## config.mk

```make
export PLATFORM = sky130hd
export DESIGN_NAME = pwc_channel
export DESIGN_NICKNAME = d
export VERILOG_FILES = /design/src/rtl/pwc_pkg.sv /design/src/rtl/pwc_channel.sv
export SDC_FILE = /design/constraint.sdc
export NUM_CORES = 1
export LEC_CHECK = 0
export BUFFER_PORTS_ARGS = -buffer_cell sky130_fd_sc_hd__buf_2
export CAP_MARGIN = 15
export CORE_MARGIN = 5
export CORE_UTILIZATION = 63
export CTS_BUF_LIST = sky130_fd_sc_hd__clkbuf_8
export DETAILED_ROUTE_END_ITERATION = 8
export GPL_ROUTABILITY_DRIVEN = 0
export PLACE_DENSITY = 0.8
export SLEW_MARGIN = 20
export SYNTH_ARGS = -nofsm -noshare
export SYNTH_HDL_FRONTEND = slang
export SYNTH_SLANG_ARGS = --single-unit
```

## constraint.sdc

```tcl
create_clock -name aclk -period 6.4 [get_ports aclk]
set_input_delay 0.32 -clock aclk [delete_from_list [all_inputs] [get_ports aclk]]
set_output_delay 0.32 -clock aclk [all_outputs]
set_load 0.005 [all_outputs]
```

## src/rtl/pwc_pkg.sv

```systemverilog
// constants, field layouts and carrier types of the pwm channel waveform block
// Contract
// - a 4-bit divisor select picks master_clock/2^n for codes 0..10, shared clock a for 11, shared clock b for 12, and no clock otherwise.
// - alignment select 0 gives a left-aligned period and 1 a center-aligned one.
// - start level select 0 starts each period low and 1 starts it high.
// - with update target 0 a buffered update value moves into the duty value at the next period start.
// - with update target 1 a buffered update value moves into the period value at the next period start.
// - the update buffer is write-only and never changes the running waveform in mid-period.
// - only the low 16 bits of duty, period, counter and update registers are kept; upper bits are ignored.
// - a left-aligned period lasts period value times the selected divisor in master clock cycles.
// - a center-aligned period lasts twice that.
// - enabling the channel through the global enable clears the counter.
// - in left alignment the counter clears on the tick after it reaches the period value minus one, starting a new period.
// - each shared clock divides a selected power-of-two tick by a factor: 0 stops it, 1 passes it, 2..255 divide.
// - a period flag is set when a period completes and cleared when software reads the flag register.
package pwc_pkg;
    // ****************************************************************
    // register map (byte addresses)
    // ****************************************************************
    localparam logic [7:0] OFF_MODE     = 8'h00;
    localparam logic [7:0] OFF_DUTY     = 8'h04;
    localparam logic [7:0] OFF_PERIOD   = 8'h08;
    localparam logic [7:0] OFF_COUNTER  = 8'h0c;
    localparam logic [7:0] OFF_UPDATE   = 8'h10;
    localparam logic [7:0] OFF_ENABLE   = 8'h14;
    localparam logic [7:0] OFF_DIVIDER  = 8'h18;
    localparam logic [7:0] OFF_FLAG     = 8'h1c;
    localparam logic [7:0] OFF_MASK     = 8'h20;

    // ****************************************************************
    // field positions and codes
    // ****************************************************************
    localparam int         MODE_SEL_LSB   = 0;
    localparam int         MODE_ALIGN_BIT = 8;
    localparam int         MODE_POL_BIT   = 9;
    localparam int         MODE_UPD_BIT   = 10;
    localparam int         ENA_BIT        = 0;
    localparam int         DIS_BIT        = 1;
    localparam int         DIV_A_LSB      = 0;
    localparam int         PRE_A_LSB      = 8;
    localparam int         DIV_B_LSB      = 16;
    localparam int         PRE_B_LSB      = 24;
    localparam int         PRE_W          = 10;
    localparam logic [3:0] SEL_MAX_POW    = 4'ha;
    localparam logic [3:0] SEL_CLK_A      = 4'hb;
    localparam logic [3:0] SEL_CLK_B      = 4'hc;
    localparam logic [1:0] RESP_OKAY      = 2'h0;
    localparam logic [1:0] RESP_SLVERR    = 2'h2;
    localparam logic [7:0] FACTOR_OFF     = 8'h00;
    localparam logic [7:0] FACTOR_PASS    = 8'h01;

    // ****************************************************************
    // carrier types
    // ****************************************************************
    typedef struct packed {
        logic       update_target_select;
        logic       start_level_select;
        logic       alignment_select;
        logic [3:0] clock_divisor_select;
    } pwc_mode_t;

    typedef struct packed {
        logic [3:0] prescale;
        logic [7:0] factor;
    } pwc_div_t;

    typedef enum logic {PWC_UP, PWC_DOWN} pwc_dir_t;
endpackage

```

## src/rtl/pwc_channel.sv

```systemverilog
// one pwm channel waveform generator with axi4-lite register slave
//
// Implementation choices: the register offsets and the AXI4-Lite register port.
`timescale 1ns/1ps
module pwc_channel #(
    parameter int CNT_W = 16
) (
    // clock and reset
    input  wire logic        aclk,
    input  wire logic        aresetn,
    // axi4-lite write address
    input  wire logic [7:0]  s_axi_awaddr,
    input  wire logic        s_axi_awvalid,
    output logic             s_axi_awready,
    // axi4-lite write data
    input  wire logic [31:0] s_axi_wdata,
    input  wire logic [3:0]  s_axi_wstrb,
    input  wire logic        s_axi_wvalid,
    output logic             s_axi_wready,
    // axi4-lite write response
    output logic [1:0]       s_axi_bresp,
    output logic             s_axi_bvalid,
    input  wire logic        s_axi_bready,
    // axi4-lite read address
    input  wire logic [7:0]  s_axi_araddr,
    input  wire logic        s_axi_arvalid,
    output logic             s_axi_arready,
    // axi4-lite read data
    output logic [31:0]      s_axi_rdata,
    output logic [1:0]       s_axi_rresp,
    output logic             s_axi_rvalid,
    input  wire logic        s_axi_rready,
    // waveform and interrupt
    output logic             pwm_out,
    output logic             irq
);
    // ****************************************************************
    // helpers
    // ****************************************************************
    initial begin
        if (CNT_W < 2 || CNT_W > 16) begin
            $error("CNT_W must be 2..16");
        end
    end

    localparam int PRE_W_L = pwc_pkg::PRE_W;

    // tick of master_clock/2^code from the free-running prescaler
    function automatic logic pow_tick(input logic [3:0] code, input logic [PRE_W_L-1:0] cnt);
        logic [PRE_W_L:0] mask;
        mask = (11'h001 << code) - 11'h001;
        return (cnt & mask[PRE_W_L-1:0]) == mask[PRE_W_L-1:0];
    endfunction

    function automatic logic [31:0] strb_merge(input logic [31:0] old, input logic [31:0] d,
                                               input logic [3:0] s);
        logic [31:0] r;
        r = old;
        for (int i = 0; i < 4; i++) begin
            if (s[i]) begin
                r[i*8 +: 8] = d[i*8 +: 8];
            end
        end
        return r;
    endfunction

    function automatic logic hit(input logic [7:0] a, input logic [7:0] off);
        return {a[7:2], 2'h0} == off;
    endfunction

    // ****************************************************************
    // prescaler and shared divided clocks
    // ****************************************************************
    logic [PRE_W_L-1:0] pre_r, pre_nxt;
    pwc_pkg::pwc_div_t  div_cfg [2];
    logic [1:0]         shared_tick;
    logic [31:0]        divider_r;

    assign div_cfg[0] = {divider_r[pwc_pkg::PRE_A_LSB +: 4], divider_r[pwc_pkg::DIV_A_LSB +: 8]};
    assign div_cfg[1] = {divider_r[pwc_pkg::PRE_B_LSB +: 4], divider_r[pwc_pkg::DIV_B_LSB +: 8]};

    always_comb begin
        pre_nxt = pre_r + 1'b1;
    end

    always_ff @(posedge aclk) begin
        if (!aresetn) begin
            pre_r <= '0;
        end else begin
            pre_r <= pre_nxt;
        end
    end

    genvar g;
    generate
        for (g = 0; g < 2; g++) begin : g_shared
            logic [7:0] dcnt_r, dcnt_nxt;
            logic       in_tick;
            always_comb begin
                in_tick        = pow_tick(div_cfg[g].prescale, pre_r);
                dcnt_nxt       = dcnt_r;
                shared_tick[g] = 1'b0;
                if (in_tick && div_cfg[g].factor != pwc_pkg::FACTOR_OFF) begin
                    if (div_cfg[g].factor == pwc_pkg::FACTOR_PASS ||
                        dcnt_r >= div_cfg[g].factor - 8'h01) begin
                        dcnt_nxt       = 8'h00;
                        shared_tick[g] = 1'b1;
                    end else begin
                        dcnt_nxt = dcnt_r + 8'h01;
                    end
                end
            end
            always_ff @(posedge aclk) begin
                if (!aresetn) begin
                    dcnt_r <= 8'h00;
                end else begin
                    dcnt_r <= dcnt_nxt;
                end
            end
        end
    endgenerate

    // ****************************************************************
    // channel state and register slave
    // ****************************************************************
    pwc_pkg::pwc_mode_t mode_r, mode_nxt;
    pwc_pkg::pwc_dir_t  dir_r, dir_nxt;
    logic [CNT_W-1:0]   duty_r, duty_nxt, period_r, period_nxt, cnt_r, cnt_nxt;
    logic [CNT_W-1:0]   upd_r, upd_nxt;
    logic               pend_r, pend_nxt, en_r, en_nxt, flag_r, flag_nxt, mask_r, mask_nxt;
    logic               out_r, out_nxt, irq_r, irq_nxt;
    logic [31:0]        divider_nxt;
    logic               aw_held_r, aw_held_nxt, w_held_r, w_held_nxt;
    logic [7:0]         aw_addr_r, aw_addr_nxt, ar_a;
    logic [31:0]        w_data_r, w_data_nxt, rdata_r, rdata_nxt, wd, cur;
    logic [3:0]         w_strb_r, w_strb_nxt;
    logic               awready_r, awready_nxt, wready_r, wready_nxt, bvalid_r, bvalid_nxt;
    logic               arready_r, arready_nxt, rvalid_r, rvalid_nxt;
    logic [1:0]         bresp_r, bresp_nxt, rresp_r, rresp_nxt;
    logic               chan_tick, tick, boundary, do_wr, do_rd;

    always_comb begin
        mode_nxt    = mode_r;
        dir_nxt     = dir_r;
        duty_nxt    = duty_r;
        period_nxt  = period_r;
        cnt_nxt     = cnt_r;
        upd_nxt     = upd_r;
        pend_nxt    = pend_r;
        en_nxt      = en_r;
        flag_nxt    = flag_r;
        mask_nxt    = mask_r;
        divider_nxt = divider_r;
        aw_held_nxt = aw_held_r;
        aw_addr_nxt = aw_addr_r;
        w_held_nxt  = w_held_r;
        w_data_nxt  = w_data_r;
        w_strb_nxt  = w_strb_r;
        bvalid_nxt  = bvalid_r;
        bresp_nxt   = bresp_r;
        rvalid_nxt  = rvalid_r;
        rdata_nxt   = rdata_r;
        rresp_nxt   = rresp_r;
        boundary    = 1'b0;
        wd          = 32'h0000_0000;
        cur         = 32'h0000_0000;
        ar_a        = s_axi_araddr;
        // clock source of the counter; reserved codes stall it
        unique case (1'b1)
            mode_r.clock_divisor_select <= pwc_pkg::SEL_MAX_POW:
                chan_tick = pow_tick(mode_r.clock_divisor_select, pre_r);
            mode_r.clock_divisor_select == pwc_pkg::SEL_CLK_A: chan_tick = shared_tick[0];
            mode_r.clock_divisor_select == pwc_pkg::SEL_CLK_B: chan_tick = shared_tick[1];
            default: chan_tick = 1'b0;
        endcase
        tick = en_r && chan_tick;
        if (tick) begin
            if (!mode_r.alignment_select) begin
                // period_value ticks, counter 0 .. period_value-1
                if (period_r == '0 || cnt_r >= period_r - CNT_W'(1)) begin
                    cnt_nxt  = '0;
                    boundary = 1'b1;
                end else begin
                    cnt_nxt = cnt_r + 1'b1;
                end
            end else if (dir_r == pwc_pkg::PWC_UP) begin
                if (period_r == '0) begin
                    boundary = 1'b1;
                end else if (cnt_r >= period_r) begin
                    cnt_nxt = cnt_r - 1'b1;
                    if (cnt_r == CNT_W'(1)) begin
                        boundary = 1'b1;
                    end else begin
                        dir_nxt = pwc_pkg::PWC_DOWN;
                    end
                end else begin
                    cnt_nxt = cnt_r + 1'b1;
                end
            end else begin
                cnt_nxt = cnt_r - 1'b1;
                if (cnt_r == CNT_W'(1)) begin
                    dir_nxt  = pwc_pkg::PWC_UP;
                    boundary = 1'b1;
                end
            end
        end
        // the buffer lands only at a period start
        if (boundary && pend_r) begin
            pend_nxt = 1'b0;
            if (mode_r.update_target_select) begin
                period_nxt = upd_r;
            end else begin
                duty_nxt = upd_r;
            end
        end
        // write channel: address and data taken in any order
        if (s_axi_awvalid && awready_r) begin
            aw_held_nxt = 1'b1;
            aw_addr_nxt = s_axi_awaddr;
        end
        if (s_axi_wvalid && wready_r) begin
            w_held_nxt = 1'b1;
            w_data_nxt = s_axi_wdata;
            w_strb_nxt = s_axi_wstrb;
        end
        do_wr = aw_held_r && w_held_r && !bvalid_r;
        if (do_wr) begin
            wd          = strb_merge(32'h0000_0000, w_data_r, w_strb_r);
            aw_held_nxt = 1'b0;
            w_held_nxt  = 1'b0;
            bvalid_nxt  = 1'b1;
            bresp_nxt   = pwc_pkg::RESP_OKAY;
            unique case (1'b1)
                hit(aw_addr_r, pwc_pkg::OFF_MODE): begin
                    cur      = strb_merge({21'h0, mode_r[6:4], 4'h0, mode_r[3:0]}, w_data_r,
                                          w_strb_r);
                    mode_nxt = {cur[pwc_pkg::MODE_UPD_BIT], cur[pwc_pkg::MODE_POL_BIT],
                                cur[pwc_pkg::MODE_ALIGN_BIT], cur[pwc_pkg::MODE_SEL_LSB +: 4]};
                end
                hit(aw_addr_r, pwc_pkg::OFF_DUTY): begin
                    cur      = strb_merge(32'(duty_r), w_data_r, w_strb_r);
                    duty_nxt = cur[CNT_W-1:0];
                end
                hit(aw_addr_r, pwc_pkg::OFF_PERIOD): begin
                    cur        = strb_merge(32'(period_r), w_data_r, w_strb_r);
                    period_nxt = cur[CNT_W-1:0];
                end
                hit(aw_addr_r, pwc_pkg::OFF_UPDATE): begin
                    cur      = strb_merge(32'(upd_r), w_data_r, w_strb_r);
                    upd_nxt  = cur[CNT_W-1:0];
                    pend_nxt = 1'b1;
                end
                hit(aw_addr_r, pwc_pkg::OFF_ENABLE): begin
                    if (wd[pwc_pkg::DIS_BIT]) begin
                        en_nxt = 1'b0;
                    end
                    if (wd[pwc_pkg::ENA_BIT]) begin
                        en_nxt  = 1'b1;
                        cnt_nxt = '0;
                        dir_nxt = pwc_pkg::PWC_UP;
                    end
                end
                hit(aw_addr_r, pwc_pkg::OFF_DIVIDER):
                    divider_nxt = strb_merge(divider_r, w_data_r, w_strb_r);
                hit(aw_addr_r, pwc_pkg::OFF_FLAG): begin
                    if (wd[0]) begin
                        flag_nxt = 1'b0;
                    end
                end
                hit(aw_addr_r, pwc_pkg::OFF_MASK): mask_nxt = wd[0];
                hit(aw_addr_r, pwc_pkg::OFF_COUNTER): ;
                default: bresp_nxt = pwc_pkg::RESP_SLVERR;
            endcase
        end
        if (bvalid_r && s_axi_bready) begin
            bvalid_nxt = 1'b0;
        end
        // read channel
        do_rd = s_axi_arvalid && arready_r;
        if (do_rd) begin
            rvalid_nxt  = 1'b1;
            rresp_nxt   = pwc_pkg::RESP_OKAY;
            unique case (1'b1)
                hit(ar_a, pwc_pkg::OFF_MODE):
                    rdata_nxt = {21'h0, mode_r[6:4], 4'h0, mode_r[3:0]};
                hit(ar_a, pwc_pkg::OFF_DUTY):    rdata_nxt = 32'(duty_r);
                hit(ar_a, pwc_pkg::OFF_PERIOD):  rdata_nxt = 32'(period_r);
                hit(ar_a, pwc_pkg::OFF_COUNTER): rdata_nxt = 32'(cnt_r);
                hit(ar_a, pwc_pkg::OFF_UPDATE):  rdata_nxt = 32'h0000_0000;
                hit(ar_a, pwc_pkg::OFF_ENABLE):  rdata_nxt = {31'h0, en_r};
                hit(ar_a, pwc_pkg::OFF_DIVIDER): rdata_nxt = divider_r;
                hit(ar_a, pwc_pkg::OFF_FLAG): begin
                    rdata_nxt = {31'h0, flag_r};
                    flag_nxt  = 1'b0;
                end
                hit(ar_a, pwc_pkg::OFF_MASK):    rdata_nxt = {31'h0, mask_r};
                default: begin
                    rdata_nxt = 32'h0000_0000;
                    rresp_nxt = pwc_pkg::RESP_SLVERR;
                end
            endcase
        end
        if (rvalid_r && s_axi_rready) begin
            rvalid_nxt  = 1'b0;
        end
        // a period end in the same cycle as a clear keeps the flag
        if (boundary) begin
            flag_nxt = 1'b1;
        end
        awready_nxt = !aw_held_nxt;
        wready_nxt  = !w_held_nxt;
        // one read in flight: a new address is refused until the answer is taken
        arready_nxt = !rvalid_nxt;
        // opposite level from the duty match while the counter stays at or above the duty value
        out_nxt = mode_nxt.start_level_select ^ (en_nxt && cnt_nxt >= duty_nxt);
        irq_nxt = flag_nxt && mask_nxt;
    end

    always_ff @(posedge aclk) begin
        if (!aresetn) begin
            mode_r    <= '0;
            dir_r     <= pwc_pkg::PWC_UP;
            duty_r    <= '0;
            period_r  <= '0;
            cnt_r     <= '0;
            upd_r     <= '0;
            pend_r    <= 1'b0;
            en_r      <= 1'b0;
            flag_r    <= 1'b0;
            mask_r    <= 1'b0;
            divider_r <= 32'h0000_0000;
            aw_held_r <= 1'b0;
            aw_addr_r <= 8'h00;
            w_held_r  <= 1'b0;
            w_data_r  <= 32'h0000_0000;
            w_strb_r  <= 4'h0;
            awready_r <= 1'b0;
            wready_r  <= 1'b0;
            bvalid_r  <= 1'b0;
            bresp_r   <= pwc_pkg::RESP_OKAY;
            arready_r <= 1'b0;
            rvalid_r  <= 1'b0;
            rdata_r   <= 32'h0000_0000;
            rresp_r   <= pwc_pkg::RESP_OKAY;
            out_r     <= 1'b0;
            irq_r     <= 1'b0;
        end else begin
            mode_r    <= mode_nxt;
            dir_r     <= dir_nxt;
            duty_r    <= duty_nxt;
            period_r  <= period_nxt;
            cnt_r     <= cnt_nxt;
            upd_r     <= upd_nxt;
            pend_r    <= pend_nxt;
            en_r      <= en_nxt;
            flag_r    <= flag_nxt;
            mask_r    <= mask_nxt;
            divider_r <= divider_nxt;
            aw_held_r <= aw_held_nxt;
            aw_addr_r <= aw_addr_nxt;
            w_held_r  <= w_held_nxt;
            w_data_r  <= w_data_nxt;
            w_strb_r  <= w_strb_nxt;
            awready_r <= awready_nxt;
            wready_r  <= wready_nxt;
            bvalid_r  <= bvalid_nxt;
            bresp_r   <= bresp_nxt;
            arready_r <= arready_nxt;
            rvalid_r  <= rvalid_nxt;
            rdata_r   <= rdata_nxt;
            rresp_r   <= rresp_nxt;
            out_r     <= out_nxt;
            irq_r     <= irq_nxt;
        end
    end

    assign s_axi_awready = awready_r;
    assign s_axi_wready  = wready_r;
    assign s_axi_bvalid  = bvalid_r;
    assign s_axi_bresp   = bresp_r;
    assign s_axi_arready = arready_r;
    assign s_axi_rvalid  = rvalid_r;
    assign s_axi_rdata   = rdata_r;
    assign s_axi_rresp   = rresp_r;
    assign pwm_out       = out_r;
    assign irq           = irq_r;

    logic ena_wr;
    assign ena_wr = do_wr && hit(aw_addr_r, pwc_pkg::OFF_ENABLE) && wd[pwc_pkg::ENA_BIT];
endmodule

```

* Word-level counts from Yosys, hierarchy flattened
Index checks and enable logic that the tools add are counted.
** Cells by class
- $mul :: 0
- Reductions and logical operators :: 36
- Bitwise logic cells :: 5
- Magnitude comparators :: 6
- Add/subtract/negate cells :: 11
- Shift-type cells :: 3
- Mux-type cells :: 74
- Equality and inequality tests :: 26
- Div/mod/pow operators :: 0
** Operator list (count)
- two-way mux 16 bit :: 17
- case mux 32 bit (8 select lines) :: 1
- == test 6 x 3 -> 1 bit, second input constant :: 8
- >= comparator 16 bit :: 3
- two-way mux 8 bit :: 6
- two-way mux 1 bit :: 41
- subtractor 16 x 1 -> 16 bit, second input constant :: 2
- AND 10 bit :: 3
- == test 10 bit :: 3
- left shift 1 x 4 -> 10 bit, first input constant :: 3
- subtractor 10 x 1 -> 10 bit, second input constant :: 3
- == test 6 x 2 -> 1 bit, second input constant :: 4
- AND reduction 3 bit :: 8
- OR reduction 9 bit :: 2
- adder 16 x 1 -> 16 bit, second input constant :: 1
- adder 8 x 1 -> 8 bit, second input constant :: 2
- == test 16 x 1 -> 1 bit, second input constant :: 1
- == test 8 x 1 -> 1 bit, second input constant :: 2
- >= comparator 8 bit :: 2
- logical NOT 16 bit :: 1
- nonzero test 8 bit :: 2
- subtractor 8 x 1 -> 8 bit, second input constant :: 2
- logical AND 1 bit :: 13
- == test 6 x 1 -> 1 bit, second input constant :: 2
- 15 further kinds :: 29
** Word-level totals
- Input bits :: 59
- ROM bits :: 0
- Latch bits :: 0
- Memories :: 0
- Register bits after elaboration :: 223
- Memory bits (writable) :: 0

* Depth between registers and ports, before layout
Gate-level depths: netlist of run 1.
- Depth after elaboration :: 16
- Mapped depth :: 27
- Gate-level depth less buffers :: 25

* Worst setup path before layout of run 1
OpenSTA, ideal clock, no wires.
- Kind :: reg2reg
- Start :: register period_r[2]
- End :: register out_r, in the netlist pwm_out
- Stages on the path, launching flop included :: 27
- Setup slack :: 1299 ps
- Arrival :: 4981 ps
- Path through :: dfxtp_1 -> nor4_1 -> and3_1 -> nand2_1 -> nor3_1 -> xnor2_1 -> ha_1 -> o21ai_0 -> o21bai_1 -> a21oi_1 -> o211ai_1 -> or2_2 -> clkbuf_1 -> nor2_1 -> o21ai_0 -> nand3_1 -> nand2_1 -> ha_1 -> nand2b_1 -> a21o_1 -> a21o_1 -> a21o_1 -> a21oi_1 -> o21ai_0 -> a211o_1 -> nand3_1 -> mux2_2
** Between the ends
- Longest elaborated chain between the ends :: 13
- Elaborated cells on any way between the ends :: 27
- Those cells by class :: add/sub: 1; order compare: 3; mux: 18; bitwise: 1; reduce/logical: 4
** RTL lines
- start, declared :: RTL line pwc_channel.sv:128 : logic [CNT_W-1:0] duty_r, duty_nxt, period_r, period_nxt, cnt_r, cnt_nxt;
- start signal, assigned :: RTL line pwc_channel.sv:351 : period_r <= period_nxt;
- subtractor 16 x 1 -> 16 bit / >= comparator 16 bit (equally long branches) :: RTL line pwc_channel.sv:180, pwc_channel.sv:189
- >= comparator 16 bit / two-way mux 1 bit (equally long branches) :: RTL line pwc_channel.sv:180, pwc_channel.sv:189
- logical OR 1 bit / two-way mux 1 bit (equally long branches) :: RTL line pwc_channel.sv:180, pwc_channel.sv:187
- two-way mux 1 bit, on equally long branches :: RTL line pwc_channel.sv:180, pwc_channel.sv:186
- two-way mux 1 bit :: RTL line pwc_channel.sv:178 : if (!mode_r.alignment_select) begin
- two-way mux 1 bit :: RTL line pwc_channel.sv:177 : if (tick) begin
- logical AND 1 bit :: RTL line pwc_channel.sv:208 : if (boundary && pend_r) begin
- two-way mux 16 bit :: RTL line pwc_channel.sv:208
- two-way mux 16 bit :: RTL line pwc_channel.sv:233 : unique case (1'b1)
- two-way mux 16 bit :: RTL line pwc_channel.sv:227 : if (do_wr) begin
- >= comparator 16 bit (*) :: RTL line pwc_channel.sv:315 : out_nxt = mode_nxt.start_level_select ^ (en_nxt && cnt_nxt >= duty_nxt);
- logical AND 1 bit (*) :: RTL line pwc_channel.sv:315
- XOR 1 bit (*) :: RTL line pwc_channel.sv:315
- end signal, assigned :: RTL line pwc_channel.sv:372 : out_r <= out_nxt;
- end, declared :: RTL line pwc_channel.sv:131 : logic out_r, out_nxt, irq_r, irq_nxt;
Every way passes the cells marked *; elsewhere a longest branch is shown, timed or not.
A chain may end at the register's enable or synchronous reset.

* Worst setup path after layout of run 1
- Start :: register divider_r[25]
- End :: register out_r, in the netlist pwm_out
** Between the ends
- Longest elaborated chain between the ends :: 16
- Elaborated cells on any way between the ends :: 20
- Those cells by class :: add/sub: 1; order compare: 1; eq/ne: 1; shift: 1; mux: 10; bitwise: 2; reduce/logical: 4
** RTL lines
- start, declared :: RTL line pwc_channel.sv:77 : logic [31:0] divider_r;
- start signal, assigned :: RTL line pwc_channel.sv:358 : divider_r <= divider_nxt;
- left shift 1 x 4 -> 10 bit (*) :: RTL line pwc_channel.sv:51 : mask = (11'h001 << code) - 11'h001;
- subtractor 10 x 1 -> 10 bit (*) :: RTL line pwc_channel.sv:51
- AND 10 bit :: RTL line pwc_channel.sv:52 : return (cnt & mask[PRE_W_L-1:0]) == mask[PRE_W_L-1:0];
- == test 10 bit (*) :: RTL line pwc_channel.sv:52
- logical AND 1 bit (*) :: RTL line pwc_channel.sv:103 : if (in_tick && div_cfg[g].factor != pwc_pkg::FACTOR_OFF) begin
- two-way mux 1 bit (*) :: RTL line pwc_channel.sv:103
- case mux 1 bit (3 select lines) (*) :: RTL line pwc_channel.sv:169 : unique case (1'b1)
- logical AND 1 bit (*) :: RTL line pwc_channel.sv:176 : tick = en_r && chan_tick;
- two-way mux 1 bit (*) :: RTL line pwc_channel.sv:177
- logical AND 1 bit (*) :: RTL line pwc_channel.sv:208
- two-way mux 16 bit (*) :: RTL line pwc_channel.sv:208
- two-way mux 16 bit :: RTL line pwc_channel.sv:233
- two-way mux 16 bit (*) :: RTL line pwc_channel.sv:227
- named net duty_nxt[0] :: RTL line pwc_channel.sv:128
- >= comparator 16 bit (*) :: RTL line pwc_channel.sv:315
- logical AND 1 bit (*) :: RTL line pwc_channel.sv:315
- XOR 1 bit (*) :: RTL line pwc_channel.sv:315
Mark *: on every way through the listed nets, which the timed path passes. The rest lies on a longest branch.

==> impl_metrics.csv, run 1 <==
group,metric,value,unit
status,status,"finished, final reports clean",
setup_path,critPathKind,"flop to flop",
setup_path,slowest_stage,"a2111oi_0",
sta,worst_slew_pin_slew,1052,ps
clock_network,clk_latency,550,ps
setup_path,r2r-end,"pwm_out",
sta,final_hold_viol_count,0,
detailed_routing,wire_per_inst,18.32,um
clock_network,cts_buffers,37,
detailed_routing,dr.pass1.iters,8,
setup_path,crit_buf_inv,0,
power,power_density,201.7,mW/mm^2
finish,final_cells,2037,
finish,num_antenna_cells,0,
clock_network,postCtsSetupRepairBufs,0,
synth,async_flop_share,0,
sta,rsz0062_at_grt,"false",
grt,grt_usage,0.3038,
sta,layout_min_cycle_time,5723,ps
synth,synth_top_area_share,0.3365,
worst_hold_path,min_delay_worst_endpoint,"w_data_r[10]",
place,dp_slack,736.9,ps
power,peakVddDrop,218.8,uV
synth,netlist_instances,1703,
grt,gr-total-overflow,0,
place,hpwlAfterDp,26.69,mm
clock_network,post_cts_resized,0,
detailed_routing,viasPerCell,6.295,
die,start_util,0.6418,
grt,grt_max_degree,98,
synth,synth_top_flop_cell,"dfxtp_1",
synth,ys_seq_elements,219,
power,leakagePower,5.839,nW
run,maxCapViolations,0,
setup_path,cp.required,6840,ps
setup_path,r2r_cells,22,
setup_path,cpPeakStageDelay,660,ps
synth,synthTopCellsByCount,"273 x nand2_1, 219 x dfxtp_1, 184 x a21oi_1, 135 x nor2_1, 101 x nand3_1",
finish,fillers,1745,
setup_path,crit_chain,"nor3_1 > nand2b_1 > ha_1 > nor4_1 > a21o_1 > a22o_1 > a2111oi_0 > nand4_1 > a31oi_4 > nand4b_4 > or2_0 > nand3_1 > ha_1 > nand2b_1 > a21o_1 > a21o_1 > a21o_1 > a21oi_1 > o21ai_0 > a211o_1 > nand3_1 > mux2_2",
clock_network,root_buffer,"clkbuf_8",
setup_path,rr_startpoint,"divider_r[25]",
setup_path,cp.arrival,6170,ps
grt,grt_pass1_wl,60.22,mm
finish,area_delta_synth_final,9.939,%
synth,yosysWarnings,0,
synth,synth-seq-area-share,0.3365,
clock_network,clock-sinks,219,
die,core,0.02030,sq mm
synth,yosys-top-cells-area,"dfxtp_1 34%, nand2_1 7.9%, ha_1 7.7%",
sta,relSlewSlack,0.2989,
power,power.total,2.889,mW
sta,period_share,0.8943,
detailed_routing,antenna_violating_nets_post_route,0,
sta,fin_hold_ws,13.77,ps
worst_hold_path,hold_class,"input pin to flop",
setup_path,cp_max_fo,15,
worst_hold_path,min_path_cells,3,
sta,setup-violations-final,0,
place,port_buffers,95,
finish,nets,1881,
clock_network,clockBufferDepth,3,
detailed_routing,num_vias,12823,
setup_path,critical_path.most_common_cell,"a21o_1",
synth,syn-cell-area,0.01303,sq mm
sta,clock_skew,22.82,ps
die,die_h,153.8,um
setup_path,crit_path_end_kind,"flop",
place,placed_cells,1973,
synth,yosysMostFrequentCell,"nand2_1",
clock_network,clkSlewWorstSetupHoldPaths,70,ps
sta,timing.setup.tns,0,ps
sta,setup_slack,676.6,ps
setup_path,worstSetupStartpointType,"flop",
grt,grt_pass1_vias,11714,
die,rows,52,
grt,antenna_found_initial,0,
worst_hold_path,hold_start,"s_axi_wdata[10]",
setup_path,reg2reg_slack,680,ps
die,die_area,0.02366,sq mm
die,ios,102,
detailed_routing,wirelength,37.32,mm
synth,synth_top_cell_by_area,"dfxtp_1",
synth,synth_edf_count,0,
finish,drive_gt1_frac,0.1092,
clock_network,htree_num_levels,2,
detailed_routing,drtIter0Drc,1377,
synth,syn_avg_cell_area,7.650,sq um
synth,ys_types,80,
sta,final-max-slew-violation-count,0,
detailed_routing,post-route-drc-count,0,
sta,timing.fmax,174.7,MHz
setup_path,cp_top_family,"compound AO/OA/AOI/OAI gates",
die,die_w,153.8,um
clock_network,cts_tree,"yes",
clock_network,ctsHoldBuffers,0,
[layout by cell type (no fill, tap or decap), types with 6 or more instances in the layout]
master / n
a211oi_1: 8
a21o_1: 12
a21oi_1: 184
a222oi_1: 15
a31oi_1: 11
and2_1: 17
and3_1: 12
buf_2: 95
buf_4: 19
clkbuf_8: 52
dfxtp_1: 219
ha_1: 80
inv_1: 46
mux2i_1: 37
nand2_1: 273
nand2b_1: 22
nand3_1: 101
nand3b_1: 10
nand4_1: 12
nor2_1: 135
nor2b_1: 14
nor3_1: 41
nor4_1: 21
o211a_1: 7
o211ai_1: 18
o21ai_0: 99
o22a_1: 7
o22ai_1: 11
o31ai_1: 11
or3_1: 11
or4_1: 6
xnor2_1: 36
xor2_1: 17
[routing by layer]
metal / wire [um] / GRT usage
met1: 15930 / 0.4266
met3: 3945 / 0.05424
met5: 0 / 0
met2: 16230 / 0.4702
met4: 1207 / 0.1089
[cells by family (layout without fill, tap and decap cells)]
family | Yosys count | after routing | share of synthesized area
multiplexers | 39 | 39 | 0.03015
buffers and inverters | 156 | 219 | 0.04878
AO/OA/AOI/OAI | 442 | 442 | 0.2102
flip-flops | 219 | 219 | 0.3365
AND/OR/NAND/NOR | 713 | 713 | 0.2616
other | 1 | 2 | 0.0002878
XOR/XNOR | 53 | 53 | 0.03563
adder cells (fa/ha/maj) | 80 | 80 | 0.07683
[cell type report]
class                      count  area (sq um)  share of cell area
clock buffer                  52         715.7             0.04997
tap                          270         337.8             0.02358
inverter                      41         156.4             0.01092
clock inverter                12         87.58            0.006115
sequential                   219          4384              0.3061
multi-input combinational   1329          8024              0.5602
timing repair buffer         114         618.1             0.04315
[where the power goes]
group	total [mW]	internal [mW]	switching, mW
clock network	1.34	0.763	0.582
registers	1.41	1.38	0.0280
logic	0.133	0.0428	0.0899
[flip-flops by register name (all words and copies together) (netlist names), 4 cells and up]
signal           cells
aw_addr_r            6
cnt_r               16
divider_r           32
duty_r              16
g_shared.dcnt_r     16
mode_r               7
period_r            16
pre_r               10
s_axi_rdata         32
upd_r               16
w_data_r            32
w_strb_r             4
[through the flow]
stage,area [sq um],utilization
after CTS,14320,0.7056
after floorplan,13030,-
after global placement,13520,0.6661
after global routing,14320,0.7056
after detailed placement,13520,0.6661
final,14320,0.7056
[how the worst max path moves through the flow]
stage                              from  cells after the start  endpoint
after global placement    divider_r[25]                     22   pwm_out
after detailed placement  divider_r[25]                     22   pwm_out
after floorplan             period_r[2]                     26   pwm_out
after CTS                   period_r[8]                     23   pwm_out
after global routing      divider_r[25]                     22   pwm_out
final                     divider_r[25]                     22   pwm_out
[worst min-delay path, cell delays in order]
cell	delay (ps)
buf_2	90
nand2_1	50
a21oi_1	50
Power figures use the tool's default switching activity.
==> run 2, diff against run 1 <==
Settings changed: CORE_UTILIZATION 63 to 65, PLACE_DENSITY 0.8 to 0.82.
Clock period 6.4 ns to 7 ns, I/O delays scaled along.
==> run 2 against run 1 <==
Effect of this change:
- global-route usage increased by 2.3 points
- worst hold slack improved by 27 ps
- die area decreased by 2.9%
- largest cell class unchanged
- cell count decreased by 0.44%
- non-clock buffer count decreased by 5
- sequential cell count unchanged
- highest routed layer unchanged
==> impl_metrics.csv, run 2 (synthesis gave the netlist of run 1 again) <==
group,metric,value,unit
sta,relSlewSlack,0.1770,
sta,final_hold_viol_count,0,
clock_network,root_buffer,"clkbuf_8",
power,p_clk_frac,0.461,
detailed_routing,post-route-drc-count,0,
detailed_routing,viasPerCell,6.410,
place,hpwlAfterDp,27.02,mm
clock_network,htree_num_levels,2,
clock_network,ctsHoldBuffers,0,
power,seq_power_share,0.492,
setup_path,critPathLaunch,"divider_r[18]",
clock_network,cts_buffers,38,
clock_network,clockBufferDepth,3,
die,rows,51,
sta,layout_min_cycle_time,6115,ps
finish,drive_gt1_frac,0.1089,
die,ios,102,
power,switching_share,0.2488,
setup_path,rr_startpoint,"divider_r[18]",
clock_network,cts_tree,"yes",
clock_network,clkSlewWorstSetupHoldPaths,70,ps
power,peakVddDrop,149.0,uV
setup_path,r2r-end,"pwm_out",
finish,final_cell_mix,"272 x nand2_1, 219 x dfxtp_1, 184 x a21oi_1",
finish,fillers,1589,
sta,timing.setup.tns,0,ps
setup_path,cp.required,7430,ps
die,start_util,0.6651,
finish,num_antenna_cells,0,
power,power.total,2.621,mW
setup_path,r2r_cells,21,
setup_path,reg2reg_slack,890,ps
setup_path,crit_path_end_kind,"flop",
grt,grt_pass1_wl,60.57,mm
die,die_area,0.02298,sq mm
grt,grt_usage,0.3263,
detailed_routing,antenna_violating_nets_post_route,0,
sta,final-max-slew-violation-count,0,
finish,nets,1877,
clock_network,clock-sinks,219,
power,leakagePower,5.803,nW
detailed_routing,wirelength,38.22,mm
grt,grt_max_degree,83,
sta,setup-violations-final,0,
grt,grt_pass1_vias,11967,
die,die_w,151.6,um
clock_network,postCtsSetupRepairBufs,0,
finish,area_delta_synth_final,9.584,%
setup_path,critPathKind,"flop to flop",
sta,clock_skew,26.22,ps
worst_hold_path,hold_class,"input pin to flop",
setup_path,worstSetupStartpointType,"flop",
sta,period_share,0.8735,
power,cell_internal_pwr,1.969,mW
setup_path,cp.arrival,6550,ps
clock_network,post_cts_resized,0,
detailed_routing,drtIter0Drc,1624,
grt,antenna_found_initial,0,
place,port_buffers,95,
detailed_routing,dr.pass1.iters,7,
detailed_routing,wire_per_inst,18.84,um
sta,rsz0062_at_grt,"false",
status,status,"finished, final reports clean",
die,die_h,151.6,um
finish,layout_commonest_cell,"nand2_1",
detailed_routing,num_vias,12999,
power,combPwrFrac,0.047,
setup_path,cp_max_fo,31,
sta,timing.fmax,163.5,MHz
power,power_density,183.6,mW/mm^2
clock_network,clk_latency,550,ps
sta,worst_slew_pin_slew,1230,ps
die,core,0.01959,sq mm
run,maxCapViolations,0,
grt,gr-total-overflow,0,
power,power_switching,0.6522,mW
setup_path,endpoint,"pwm_out",
[run 2: cell types whose count changed in the layout (fill, tap and decap cells not counted), sizes merged]
cell      delta
bufinv       -1
clkinvlp     +2
buf          -5
inv          -2
clkinv       +2
[run 2: worst min-delay path by stage]
stage	cells past startpoint	startpoint	to	slack [ps]
after detailed placement	2	s_axi_rdata[22]	s_axi_rdata[22]	440
after floorplan	2	aw_addr_r[7]	aw_addr_r[7]	430
final	3	s_axi_wdata[28]	w_data_r[28]	40
after global placement	2	s_axi_rdata[24]	s_axi_rdata[24]	440
after global routing	3	s_axi_wdata[4]	w_data_r[4]	40
after CTS	3	s_axi_wdata[8]	w_data_r[8]	30
[run 2: area by class of cell]
type,count,area (sq um),area share
Timing Repair Buffer,109,580.6,0.04066
Clock buffer,52,715.7,0.05013
Multi-Input combinational cell,1329,8028,0.5623
Clock inverter,13,81.33,0.005696
Inverter,41,156.4,0.01095
Tap cell,265,331.6,0.02322
Sequential cell,219,4384,0.3071
[run 2: stage by stage]
stage / worst slack [ps] / util / cell area [sq um] / std cells / hold slack, ps
after global placement: 1161 / 0.6879 / 13480 / 1963 / 437.6
final: 885.3 / 0.7288 / 14280 / 2028 / 41.16
after detailed placement: 1028 / 0.6881 / 13480 / 1963 / 444.5
after CTS: 1001 / 0.7287 / 14280 / 2028 / 29.42
after floorplan: 1899 / - / 13030 / 1704 / 432.0
after global routing: 605.8 / 0.7288 / 14280 / 2028 / 39.54
[run 2: layer usage]
| metal | GRT usage | vias to the layer above | routed length, um |
|---|---|---|---|
| met1 | 0.4501 | 5995 | 15950 |
| li1 | - | 6154 | - |
| met5 | 0 | - | 0 |
| met2 | 0.5077 | 728 | 16830 |
| met4 | 0.1168 | 0 | 1297 |
| met3 | 0.06782 | 122 | 4143 |
[run 2: critical path, cell delays in order (launching register included)]
cell      delay, ps
dfxtp_1         360
or4_1           580
nor4_1          270
xnor2_1         110
ha_1            320
nand4_1         120
o31ai_1         430
nand4_1         230
a31oi_4         590
nand4b_4        490
or2_0           400
nand3_1         100
ha_1            230
nand2b_1        150
a21o_1          180
a21o_1          180
a21o_1          180
a21oi_1         150
o21ai_0         190
a211o_1         320
nand3_1          90
mux2_2          320
[run 2: power by group through the flow]
| stage | Sequential [mW] | Combinational, mW | Clock (mW) |
|---|---|---|---|
| 6_report | 1.29 | 0.122 | 1.21 |
| 5_1_grt | 1.29 | 0.135 | 1.28 |
| 4_1_cts | 1.29 | 0.120 | 1.22 |
| 3_5_place_dp | 1.32 | 0.118 | 0 |
| 3_3_place_gp | 1.32 | 0.116 | 0 |
| 2_1_floorplan | 1.30 | 0.0834 | 0 |
==> run 3, diff against run 2 <==
Settings changed: ABC_AREA set to 1.
==> run 3 against run 2 <==
Effect of this change:
- via count increased by 6.3%
- worst hold slack better by 9.5 ps
- critical path depth rose by 12
- setup slack better by 110 ps
- cell count up 14%
- clock skew shrank 3.2 ps
- sequential share of layout area decreased by 0.25 points
- combinational power is 30% higher
- critical endpoint unchanged
- largest power group unchanged
- highest routed layer unchanged
==> impl_metrics.csv, run 3 <==
group,metric,value,unit
status,status,"finished, final reports clean",
clock_network,clock-sinks,219,
synth,netlist_instances,1949,
setup_path,cp_max_fo,18,
run,maxCapViolations,0,
finish,final_core_util,0.7183,
grt,grt_usage,0.3241,
clock_network,cts_tree,"yes",
die,die_h,151.9,um
detailed_routing,post-route-drc-count,0,
sta,relSlewSlack,0.2938,
setup_path,cp.arrival,6440,ps
synth,synth_top_cell_by_area,"dfxtp_1",
power,leakagePower,6.540,nW
grt,grt_max_degree,89,
setup_path,crit_buf_inv,3,
detailed_routing,antenna_violating_nets_post_route,0,
setup_path,slowest_stage,"nor2_4",
place,hpwlAfterDp,28.65,mm
detailed_routing,dr.pass1.iters,6,
sta,period_share,0.8573,
synth,async_flop_share,0,
setup_path,cp.required,7440,ps
grt,grt_pass1_vias,12646,
finish,area_delta_synth_final,9.939,%
power,power_density,182.3,mW/mm^2
setup_path,cp_top_family,"simple AND/OR/NAND/NOR gates",
worst_hold_path,hold_class,"input pin to flop",
detailed_routing,num_vias,13814,
die,rows,52,
clock_network,cts_buffers,37,
synth,synth_edf_count,0,
clock_network,clkSlewWorstSetupHoldPaths,70,ps
sta,setup-violations-final,0,
sta,final-max-slew-violation-count,0,
finish,num_antenna_cells,0,
die,die_w,151.9,um
detailed_routing,wire_per_inst,16.99,um
setup_path,worstSetupStartpointType,"flop",
synth,syn_avg_cell_area,6.718,sq um
sta,final_hold_viol_count,0,
clock_network,clockBufferDepth,3,
sta,worst_slew_pin_slew,1056,ps
synth,synthTopCellsByCount,"370 x nand2_1, 255 x nor2_1, 219 x dfxtp_1, 193 x inv_1, 175 x o21ai_0",
setup_path,crit_path_end_kind,"flop",
sta,rsz0062_at_grt,"false",
synth,ys_types,46,
grt,antenna_found_initial,0,
synth,yosysMostFrequentCell,"nand2_1",
synth,syn-cell-area,0.01309,sq mm
setup_path,critical_path.most_common_cell,"nand3_1",
sta,timing.setup.tns,0,ps
die,core,0.02004,sq mm
sta,timing.fmax,166.6,MHz
finish,layout_commonest_cell,"nand2_1",
synth,yosysWarnings,0,
detailed_routing,wirelength,39.24,mm
clock_network,htree_num_levels,2,
clock_network,postCtsSetupRepairBufs,0,
place,port_buffers,95,
synth,synth-seq-area-share,0.3349,
detailed_routing,drtIter0Drc,1547,
synth,synth_top_flop_cell,"dfxtp_1",
die,start_util,0.6533,
synth,synth_top_area_share,0.3349,
setup_path,critPathKind,"flop to flop",
synth,ys_seq_elements,219,
detailed_routing,viasPerCell,5.983,
grt,grt_pass1_wl,62.82,mm
clock_network,post_cts_resized,0,
die,die_area,0.02308,sq mm
grt,gr-total-overflow,0,
finish,final_cell_mix,"370 x nand2_1, 255 x nor2_1, 219 x dfxtp_1",
clock_network,root_buffer,"clkbuf_8",
finish,nets,2150,
sta,clock_skew,23.05,ps
sta,layout_min_cycle_time,6001,ps
setup_path,cpPeakStageDelay,410,ps
synth,yosys-top-cells-area,"dfxtp_1 33%, nand2_1 11%, ha_1 7.6%",
clock_network,ctsHoldBuffers,1,
power,peakVddDrop,162.2,uV
die,ios,102,
finish,drive_gt1_frac,0.09564,
clock_network,clk_latency,560,ps
run 3: cell types whose count changed after synthesis, sizes merged, moves of 36 or more:
| cell | previous run | this run |
|---|---|---|
| inv | 41 | 210 |
| nand2 | 273 | 371 |
| nand3 | 101 | 143 |
| a21oi | 184 | 141 |
| mux2i | 37 | 1 |
| o21ai | 100 | 181 |
| nor2 | 136 | 264 |
run 3: cell type report:
cell class / instances / area (sq um)
well taps: 270 / 337.8
multi-input cells: 1430 / 7545
repair buffers: 105 / 555.5
inverters: 218 / 818.3
flip-flops and latches: 219 / 4384
clock buffers: 47 / 646.9
fillers: 1757 / 5645
clock inverters: 20 / 106.4
run 3: tightest hold or removal path, stage by stage:
cell and delay [ps]:
buf_2 70, o21ai_0 70, nor2_1 80
run 3: cells by family after synthesis:
logic type | count (synthesis) | synth area share
and+or+nand+nor | 868 | 0.2808
AOI/OAI and AO/OA | 422 | 0.1796
buffers and inverters | 301 | 0.08916
DFF | 219 | 0.3349
adders and majority gates | 80 | 0.07645
xor gates and xnor gates | 57 | 0.03813
other | 1 | 0.0002864
muxes | 1 | 0.0007646
run 3: where the power goes:
group          leakage, nW  internal (mW)  switching [mW]
Sequential            1.78           1.28          0.0309
Clock                0.435          0.614           0.544
Combinational         4.33         0.0520           0.106
Total                 6.54           1.94           0.681
run 3: per-layer routing:
layer / vias up / GRT usage / share of wire
li1: 6638 / - / -
met1: 6242 / 0.4440 / 0.42
met2: 788 / 0.4983 / 0.43
met3: 146 / 0.07053 / 0.12
met4: 0 / 0.1331 / 0.039
met5: - / 0 / 0
run 3: worst paths after layout:
kind,from,to,slack [ps],cells after the start
worst max register to register,period_r[1],pwm_out,1000,33
worst min register to register,w_data_r[27],w_data_r[27],450,2
worst min-delay path,s_axi_wdata[11],w_data_r[11],50,3
worst max-delay path,period_r[1],pwm_out,1000,33
run 3: through the flow:
stage	cell area, sq um	power [mW]	worst slack [ps]	instances	hold slack, ps
after floorplan	13100	1.425	2525	1950	429.7
after global placement	13630	1.483	1349	2241	441.4
after detailed placement	13630	1.489	1157	2241	447.0
after CTS	14390	2.633	1079	2309	25.47
after global routing	14390	2.718	495.2	2309	71.97
final	14390	2.625	998.6	2309	50.63
